$ cat config.mk
export PLATFORM = sky130hd
export DESIGN_NAME = mprc_power_reset
export DESIGN_NICKNAME = d
export VERILOG_FILES = /design/src/common/mprc_pkg.sv /design/src/rtl/mprc_power_reset.sv
export SDC_FILE = /design/constraint.sdc
export NUM_CORES = 1
export LEC_CHECK = 0
export BUFFER_PORTS_ARGS = -buffer_cell sky130_fd_sc_hd__clkbuf_2
export CAP_MARGIN = 10
export CORE_ASPECT_RATIO = 0.8
export CORE_MARGIN = 2
export CORE_UTILIZATION = 55
export DETAILED_ROUTE_END_ITERATION = 16
export GPL_ROUTABILITY_DRIVEN = 0
export PLACE_DENSITY = 0.83
export SYNTH_ARGS = -nofsm -noshare
export SYNTH_HDL_FRONTEND = slang
export SYNTH_SLANG_ARGS = --single-unit
$ cat constraint.sdc
create_clock -name clk -period 5.5 [get_ports clk]
set_input_delay 0.825 -clock clk [delete_from_list [all_inputs] [get_ports clk]]
set_output_delay 0.825 -clock clk [all_outputs]
set_load 0.05 [all_outputs]
$ cat src/common/mprc_pkg.sv
// package for the module power and reset control block
// assumes a 100 MHz always-on clock; the press timing counts derive from it
package mprc_pkg;

  // ==========================================
  // clock and timing
  localparam int unsigned CLK_HZ = 100_000_000;
  localparam int unsigned PRESS_MIN_MS = 50;
  localparam int unsigned PRESS_OVR_MS = 4000;
  localparam int unsigned PRESS_TYP_MS = 400;
  localparam int unsigned MS_DIV = 1000;
  // least time is whole ms times truncated cycles per ms, the override threshold is a least time as well
  localparam int unsigned PRESS_MIN_CYC = (CLK_HZ / MS_DIV) * PRESS_MIN_MS;
  localparam int unsigned PRESS_OVR_CYC = (CLK_HZ / MS_DIV) * PRESS_OVR_MS;
  localparam int unsigned CNT_W = 32;
  localparam int unsigned RST_HOLD_CYC = 16;

  // ==========================================
  // power states, gray along off -> on -> off paths and S0 -> S4
  typedef enum logic [2:0] {
    MPRC_S5 = 3'b000,
    MPRC_UP = 3'b001,
    MPRC_S0 = 3'b011,
    MPRC_DN = 3'b010,
    MPRC_S3 = 3'b110,
    MPRC_S4 = 3'b111
  } mprc_state_e;

  // ==========================================
  // synchronised carrier inputs
  typedef struct packed {
    logic power_key_n;
    logic reset_key_n;
    logic supply_good;
  } mprc_in_s;

  // status outputs
  typedef struct packed {
    logic board_reset_out_n;
    logic sleep_ram_status_n;
    logic sleep_disk_off_status_n;
    logic rails_en;
  } mprc_out_s;

  localparam mprc_in_s IN_IDLE = '{power_key_n: 1'b1, reset_key_n: 1'b1, supply_good: 1'b0};
  localparam mprc_out_s OUT_RST = '{board_reset_out_n: 1'b0, sleep_ram_status_n: 1'b0,
                                     sleep_disk_off_status_n: 1'b0, rails_en: 1'b0};

endpackage : mprc_pkg

$ cat src/rtl/mprc_power_reset.sv
// power-state and reset control at the carrier connector
// assumes pins arrive asynchronously and one always-on clock clk
`timescale 1ns/100ps
`default_nettype none

// Function
// - power event for 50 ms to 4 s press
// - event wakes from sleep, powers down when running
// - press of 4 s or more forces off
// - rails enabled only after supply good
// - no power-up while supply good low
// - reset key handled as level, consistently
// - firmware polls reset key via status output
// - board reset from key, supply, watchdog, software
// - board reset held low while key low
// - supports S3, S4 and S5 states
// - ram sleep status low only in S3 and while rst_n holds reset
// - disk/off status low in S4 or S5
module mprc_power_reset #(
  parameter int unsigned PRESS_MIN = mprc_pkg::PRESS_MIN_CYC,
  parameter int unsigned PRESS_OVR = mprc_pkg::PRESS_OVR_CYC
) (
  // clock and reset
  input wire logic clk,
  input wire logic rst_n,
  // carrier pins
  input wire logic power_key_n,
  input wire logic reset_key_n,
  input wire logic supply_good_in,
  // on-module reset sources and sleep requests
  input wire logic watchdog_reset,
  input wire logic soft_reset,
  input wire logic sleep_req,
  input wire mprc_pkg::mprc_state_e sleep_target,
  // outputs
  output var logic board_reset_out_n,
  output var logic sleep_ram_status_n,
  output var logic sleep_disk_off_status_n,
  output var logic rails_en,
  output var logic reset_key_status_n,
  output var logic power_event
);
  import mprc_pkg::*;

  // ==========================================
  // input synchronisers
  mprc_in_s meta_q, sync_q;
  always_ff @(posedge clk or negedge rst_n) begin
    if (!rst_n) begin
      meta_q <= IN_IDLE;
      sync_q <= IN_IDLE;
    end else begin
      meta_q <= '{power_key_n: power_key_n, reset_key_n: reset_key_n, supply_good: supply_good_in};
      sync_q <= meta_q;
    end
  end

  // ==========================================
  // press timer
  logic [CNT_W-1:0] press_cnt_q, press_cnt_d;
  logic key_prev_q, key_prev_d;
  logic ovr_done_q, ovr_done_d;
  logic press_evt, ovr_evt;
  always_comb begin
    press_cnt_d = press_cnt_q;
    key_prev_d = sync_q.power_key_n;
    ovr_done_d = ovr_done_q;
    press_evt = 1'b0;
    ovr_evt = 1'b0;
    if (!sync_q.power_key_n) begin
      if (key_prev_q) begin
        press_cnt_d = CNT_W'(1);
        ovr_done_d = 1'b0;
      end else if (press_cnt_q < CNT_W'(PRESS_OVR)) begin
        press_cnt_d = press_cnt_q + CNT_W'(1);
      end
      // override fires once the low level reaches the threshold
      if (press_cnt_d >= CNT_W'(PRESS_OVR) && !ovr_done_q) begin
        ovr_evt = 1'b1;
        ovr_done_d = 1'b1;
      end
    end else if (!key_prev_q) begin
      // release: qualify the measured low time
      if (press_cnt_q >= CNT_W'(PRESS_MIN) && press_cnt_q < CNT_W'(PRESS_OVR)) begin
        press_evt = 1'b1;
      end
      press_cnt_d = '0;
    end
  end
  always_ff @(posedge clk or negedge rst_n) begin
    if (!rst_n) begin
      press_cnt_q <= '0;
      key_prev_q <= 1'b1;
      ovr_done_q <= 1'b0;
    end else begin
      press_cnt_q <= press_cnt_d;
      key_prev_q <= key_prev_d;
      ovr_done_q <= ovr_done_d;
    end
  end

  // ==========================================
  // power state machine
  mprc_state_e state_q, state_d;
  always_comb begin
    state_d = state_q;
    unique case (state_q)
      MPRC_S5: begin
        // soft-off: only a qualified press starts the way up
        if (press_evt) state_d = MPRC_UP;
      end
      MPRC_UP: begin
        // wait here while the carrier holds supply good low
        if (sync_q.supply_good) state_d = MPRC_S0;
      end
      MPRC_S0: begin
        if (press_evt) state_d = MPRC_DN;
        else if (sleep_req && sleep_target == MPRC_S3) state_d = MPRC_S3;
        else if (sleep_req && sleep_target == MPRC_S4) state_d = MPRC_S4;
        else if (!sync_q.supply_good) state_d = MPRC_UP;
      end
      MPRC_DN: begin
        // one cycle with rails dropped before the off state is shown
        state_d = MPRC_S5;
      end
      MPRC_S3: begin
        // memory kept alive; a press resumes through the supply check
        if (press_evt) state_d = MPRC_UP;
      end
      MPRC_S4: begin
        if (press_evt) state_d = MPRC_UP;
      end
      default: begin
        // the two unused codes fall back to off
        state_d = MPRC_S5;
      end
    endcase
    // override beats every other transition; it never shares a cycle with a release, which needs the key high
    if (ovr_evt) begin
      state_d = MPRC_S5;
    end
  end
  always_ff @(posedge clk or negedge rst_n) begin
    if (!rst_n) begin
      state_q <= MPRC_S5;
    end else begin
      state_q <= state_d;
    end
  end

  // ==========================================
  // board reset and outputs, all registered
  // level-sensitive reset key: simpler and gives the hold-in-reset behaviour for free
  logic [$clog2(RST_HOLD_CYC+1)-1:0] hold_q, hold_d;
  logic rst_src;
  mprc_out_s out_q, out_d;
  logic evt_q;
  always_comb begin
    rst_src = !sync_q.reset_key_n || !sync_q.supply_good || watchdog_reset || soft_reset
              || state_q != MPRC_S0;
    hold_d = hold_q;
    if (rst_src) hold_d = '0;
    else if (hold_q != ($bits(hold_q))'(RST_HOLD_CYC)) hold_d = hold_q + 1'b1;
    out_d.board_reset_out_n = !rst_src && hold_q == ($bits(hold_q))'(RST_HOLD_CYC);
    out_d.sleep_ram_status_n = state_d != MPRC_S3;
    out_d.sleep_disk_off_status_n = !(state_d == MPRC_S4 || state_d == MPRC_S5);
    out_d.rails_en = (state_d == MPRC_S0) && sync_q.supply_good;
  end
  always_ff @(posedge clk or negedge rst_n) begin
    if (!rst_n) begin
      hold_q <= '0;
      out_q <= OUT_RST;
      evt_q <= 1'b0;
      reset_key_status_n <= 1'b1;
    end else begin
      hold_q <= hold_d;
      out_q <= out_d;
      evt_q <= press_evt;
      reset_key_status_n <= sync_q.reset_key_n;
    end
  end
  assign board_reset_out_n = out_q.board_reset_out_n;
  assign sleep_ram_status_n = out_q.sleep_ram_status_n;
  assign sleep_disk_off_status_n = out_q.sleep_disk_off_status_n;
  assign rails_en = out_q.rails_en;
  assign power_event = evt_q;

  // ==========================================
  // checks
  a_reset_key_hold: assert property (@(posedge clk) disable iff (!rst_n)
    !sync_q.reset_key_n |=> !board_reset_out_n) else $error("board reset released while key low");
  a_rails_need_good: assert property (@(posedge clk) disable iff (!rst_n)
    rails_en |-> $past(sync_q.supply_good)) else $error("rails on without supply good");
  a_no_up_wo_good: assert property (@(posedge clk) disable iff (!rst_n)
    state_q == MPRC_UP && !sync_q.supply_good && !ovr_evt |=> state_q == MPRC_UP)
    else $error("power-up without supply good");
  a_override_off: assert property (@(posedge clk) disable iff (!rst_n)
    ovr_evt |=> state_q == MPRC_S5 ##1 !sleep_disk_off_status_n) else $error("override did not power off");
  a_event_window: assert property (@(posedge clk) disable iff (!rst_n)
    power_event |-> $past(press_cnt_q) >= CNT_W'(PRESS_MIN) && $past(press_cnt_q) < CNT_W'(PRESS_OVR))
    else $error("power event outside press window");
  a_wake_from_off: assert property (@(posedge clk) disable iff (!rst_n)
    state_q == MPRC_S5 && press_evt && !ovr_evt |=> state_q == MPRC_UP) else $error("event did not wake");
  a_ram_status: assert property (@(posedge clk) disable iff (!rst_n)
    state_q == MPRC_S3 |-> !sleep_ram_status_n) else $error("ram status wrong in S3");
  a_disk_status: assert property (@(posedge clk) disable iff (!rst_n)
    state_q == MPRC_S0 |-> sleep_disk_off_status_n) else $error("disk status low while running");
  a_reset_sources: assert property (@(posedge clk) disable iff (!rst_n)
    watchdog_reset || soft_reset |=> !board_reset_out_n) else $error("reset source ignored");
  a_key_status: assert property (@(posedge clk) disable iff (!rst_n)
    reset_key_status_n == $past(sync_q.reset_key_n)) else $error("reset key status stale");
  c_power_on: cover property (@(posedge clk) disable iff (!rst_n) state_q == MPRC_UP ##1 state_q == MPRC_S0);
  c_override: cover property (@(posedge clk) disable iff (!rst_n) ovr_evt);
  c_enter_s3: cover property (@(posedge clk) disable iff (!rst_n) state_q == MPRC_S3);
  c_reset_rel: cover property (@(posedge clk) disable iff (!rst_n) $rose(board_reset_out_n));
  c_enter_s4: cover property (@(posedge clk) disable iff (!rst_n) state_q == MPRC_S4);

  // ==========================================
  // event shape
  // a release needs a low cycle before it, so two pulses can never touch
  a_event_pulse: assert property (@(posedge clk) disable iff (!rst_n)
    power_event |=> !power_event)
    else $error("power event longer than one cycle");
  a_event_on_release: assert property (@(posedge clk) disable iff (!rst_n)
    power_event |-> $past(sync_q.power_key_n))
    else $error("power event while key still low");

  // ==========================================
  // state transitions
  a_power_down: assert property (@(posedge clk) disable iff (!rst_n)
    state_q == MPRC_S0 && press_evt && !ovr_evt |=> state_q == MPRC_DN)
    else $error("press while running did not power down");
  a_down_to_off: assert property (@(posedge clk) disable iff (!rst_n)
    state_q == MPRC_DN |=> state_q == MPRC_S5)
    else $error("power-down did not reach off");
  a_wake_from_ram: assert property (@(posedge clk) disable iff (!rst_n)
    state_q == MPRC_S3 && press_evt && !ovr_evt |=> state_q == MPRC_UP)
    else $error("event did not wake from ram sleep");
  a_wake_from_disk: assert property (@(posedge clk) disable iff (!rst_n)
    state_q == MPRC_S4 && press_evt && !ovr_evt |=> state_q == MPRC_UP)
    else $error("event did not wake from disk sleep");
  a_up_with_good: assert property (@(posedge clk) disable iff (!rst_n)
    state_q == MPRC_UP && sync_q.supply_good && !ovr_evt |=> state_q == MPRC_S0)
    else $error("power-up stalled with supply good");
  a_sleep_ram_entry: assert property (@(posedge clk) disable iff (!rst_n)
    state_q == MPRC_S0 && sleep_req && sleep_target == MPRC_S3 && !press_evt && !ovr_evt
    |=> state_q == MPRC_S3)
    else $error("ram sleep request not taken");

  // ==========================================
  // outputs against state
  // rails are registered from the next state, so they line up with state_q and can never lead it
  a_rails_only_s0: assert property (@(posedge clk) disable iff (!rst_n)
    rails_en |-> state_q == MPRC_S0)
    else $error("rails on outside running state");
  a_reset_off_state: assert property (@(posedge clk) disable iff (!rst_n)
    state_q != MPRC_S0 |=> !board_reset_out_n)
    else $error("board reset released outside running state");
  a_reset_supply: assert property (@(posedge clk) disable iff (!rst_n)
    !sync_q.supply_good |=> !board_reset_out_n)
    else $error("board reset released without supply good");
  // the reset value of the sleep status pins is low, so skip the first edge
  a_ram_high_else: assert property (@(posedge clk) disable iff (!rst_n)
    $past(rst_n) && state_q != MPRC_S3 |-> sleep_ram_status_n)
    else $error("ram status low outside ram sleep");
  a_disk_low_off: assert property (@(posedge clk) disable iff (!rst_n)
    state_q == MPRC_S4 || state_q == MPRC_S5 |-> !sleep_disk_off_status_n)
    else $error("disk status high in disk sleep or off");

endmodule // mprc_power_reset
`default_nettype wire

==> run metrics <==
outcome finished, final reports clean; multi-input combinational cell area 1690 µm²; worst min path class register to register; CTS resizes 0; Ys Warns 0; endpoint class of the critical path register; die width 89.7 µm; Hold Path Stages 0; area leader, netlist dfrtp_1; VDD IR-drop max around 0.18 mV; hold path start meta_q[0]; class of the most critical setup path register to register; Vias about 2.8k; IO Count 17; Max Clock Freq 0.327 GHz; Yosys cell types 66; Lkg Pwr ~1.4 nW; number of vias per cell 6.32; Slew headroom 32.4%; origin of the critical flop-to-flop path press_cnt_q[13]; First-pass DRT Iterations 4; Clock Skews 9.13 ps; dpl cell area around 3300 µm²; WP data arrival approximately 3300 ps; Register Area 1360 µm²; I/O Buffers 16; Yosys top cell area share 37.2%; First DRT Iteration DRCs around 350; first-pass GRT wire length 12,100 µm; Inserted Clock Buffers 5; CTS tree done; sum of negative setup slack 0 ps; Worst Path Required 5750 ps; Post-synth EDFFs 0; CTS Sinks 54; height of the die 72.5 µm; Site Rows 24; Synth Register Bits 54; Clock Tree Buf Depth 2; Post-synth ARST share 100%; most frequent cells in the layout 48 x nand2_1, 48 x dfrtp_1, 34 x o21ai_0; core region area 5560 µm²; starting density of the core 58.1%; GRT Resource Usage Total 23.9%; root buffer cell clkbuf_8; Routed Antenna Nets 0; share of layout cells above drive strength 1 between 10% and 20%; ANT cells 0; Remaining Overflow, GRT 0; nets 380; r2r endpoint sleep_ram_status_n; Post-Syn Area 3230 µm²; hold-fix buffer count after cts 0; unrepaired setup endpoints after global routing false; dominant cells by area after synthesis dfrtp_1 37%, nand2_1 5.6%, o21ai_0 5.3%, dfstp_2 4.9%, nor2_1 3.6%; Worst Path Max Fanout 11; initial antenna violation count 0; crit start category register; area grow syn2layout 4.22%; pin count of the biggest net entering global routing between 50 and 60; Post-CTS Setup Bufs 0; number of global-route vias before repair 2,481; Finish-stage setup viols 0; hpwl dp 5070 µm; die area 6500 µm²; DRC 0; Final Hold Viols 0; top_reg_cell synth dfrtp_1; Syn Area/Cell about 8.9 µm²; wire length per cell between 15 and 20 µm; minimum clock period between 3000 and 4000 ps; Layout fillers 477; Net Count, Synth around 380; R2R setup slack 2450 ps; Max Cap Viol 0; cell area after layout 3370 µm²; Worst-path clk slew 100 ps; Post-Route WL between 7000 and 8000 µm; Worst Reg-to-Reg Cells 8; Worst Hold Endpoint sync_q[0]; final worst path period share 55.5%; worst-margin pin slew 1010 ps; Pwr Density between 150 and 200 nW/µm²; post-synthesis sequential area ratio 42.1%; cells after synthesis 361; H-Tree Depth 2; worst skew pair latency 310 ps; Final Max Tran Viols 0
worst max path at each step:
| stage | start | endpoint | slack (ps) | depth (start not counted) |
|---|---|---|---|---|
| global route | press_cnt_q[12] | sleep_ram_status_n | 2260 | 8 |
| finish | press_cnt_q[13] | sleep_ram_status_n | 2450 | 8 |
| CTS | press_cnt_q[27] | sleep_ram_status_n | 2460 | 8 |
| floorplan | press_cnt_q[0] | sleep_ram_status_n | 2910 | 9 |
| global placement | press_cnt_q[27] | sleep_ram_status_n | 2580 | 8 |
| detailed placement | press_cnt_q[27] | sleep_ram_status_n | 2490 | 8 |
state kept, by name, summed over array words and instances (netlist names):
signal and flops:
sleep_disk_off_status_n 1, hold_q 5, reset_key_status_n 1, key_prev_d 1, rails_en 1, power_event 1, key_prev_q 1, press_cnt_q 32
board_reset_out_n 1, meta_q 3, sleep_ram_status_n 1, state_q 3, sync_q 2, ovr_done_q 1
power breakdown:
group / internal (mW) / switching, mW / total (mW)
logic: 0.0103 / 0.0276 / 0.0379
clock network: 0.0897 / 0.134 / 0.224
registers: 0.403 / 0.00516 / 0.409
total: 0.503 / 0.167 / 0.671
kinds of logic after synthesis:
kind of cell,Yosys count,share of synthesized area [%]
AND/OR/NAND/NOR,172,28.2
flip-flops,54,42.1
buffers and inverters,30,5.46
XOR/XNOR,12,3.25
adder cells (fa/ha/maj),4,1.55
AO/OA/AOI/OAI,88,19.1
multiplexers,1,0.310
metrics by stage:
stage | total power, mW | hold slack (ps) | util [%] | instances | worst slack [ps]
after floorplan | 0.436 | 331 | - | 361 | 2910
after detailed placement | 0.454 | 340 | 59.0 | 436 | 2490
final | 0.671 | 358 | 60.6 | 444 | 2450
after global routing | 0.697 | 365 | 60.6 | 444 | 2260
after CTS | 0.671 | 362 | 60.6 | 444 | 2460
after global placement | 0.453 | 342 | 59.0 | 436 | 2580
synth_stat cells (3+ instances only):
master    instances
and3_1           10
nand2_1          48
or4_1             4
clkbuf_8          4
nor2b_1           3
and2_1            5
ha_1              4
xnor2_1           9
inv_1            10
nor2_1           31
dfstp_2           6
xor2_1            3
o31ai_1           8
nand3_1          17
or3_1             5
a21oi_1          13
nor4_1           11
dfrtp_1          48
o21ai_0          34
nand2b_1          3
clkbuf_1          8
nand4_1           6
a22o_1            5
o211ai_1          3
nor3_1           10
per-layer routing:
layer / vias up / global-route usage, % / wire length, µm
li1: 1317 / - / -
met5: - / 0 / 0
met4: 0 / 6.63 / 121
met3: 17 / 5.23 / 515
met1: 1356 / 37.8 / 3420
met2: 118 / 32.8 / 3080
area by class of cell:
cell class,count,area share [%]
Tap cell,78,2.90
Clock buffer,5,2.04
Sequential cell,54,40.4
Clock inverter,3,0.632
Inverter,10,1.12
Multi-Input combinational cell,277,50.3
Timing Repair Buffer,17,2.60
critical path, cell delays in order, from the launching register on:
cell,delay (ps)
dfrtp_1,550
nand3_1,200
nor4_1,610
nand4_1,210
or4_1,520
a21oi_1,270
or2_2,170
a2bb2oi_2,280
or3_1,170
Note: power is estimated with default switching activity, not from simulation.
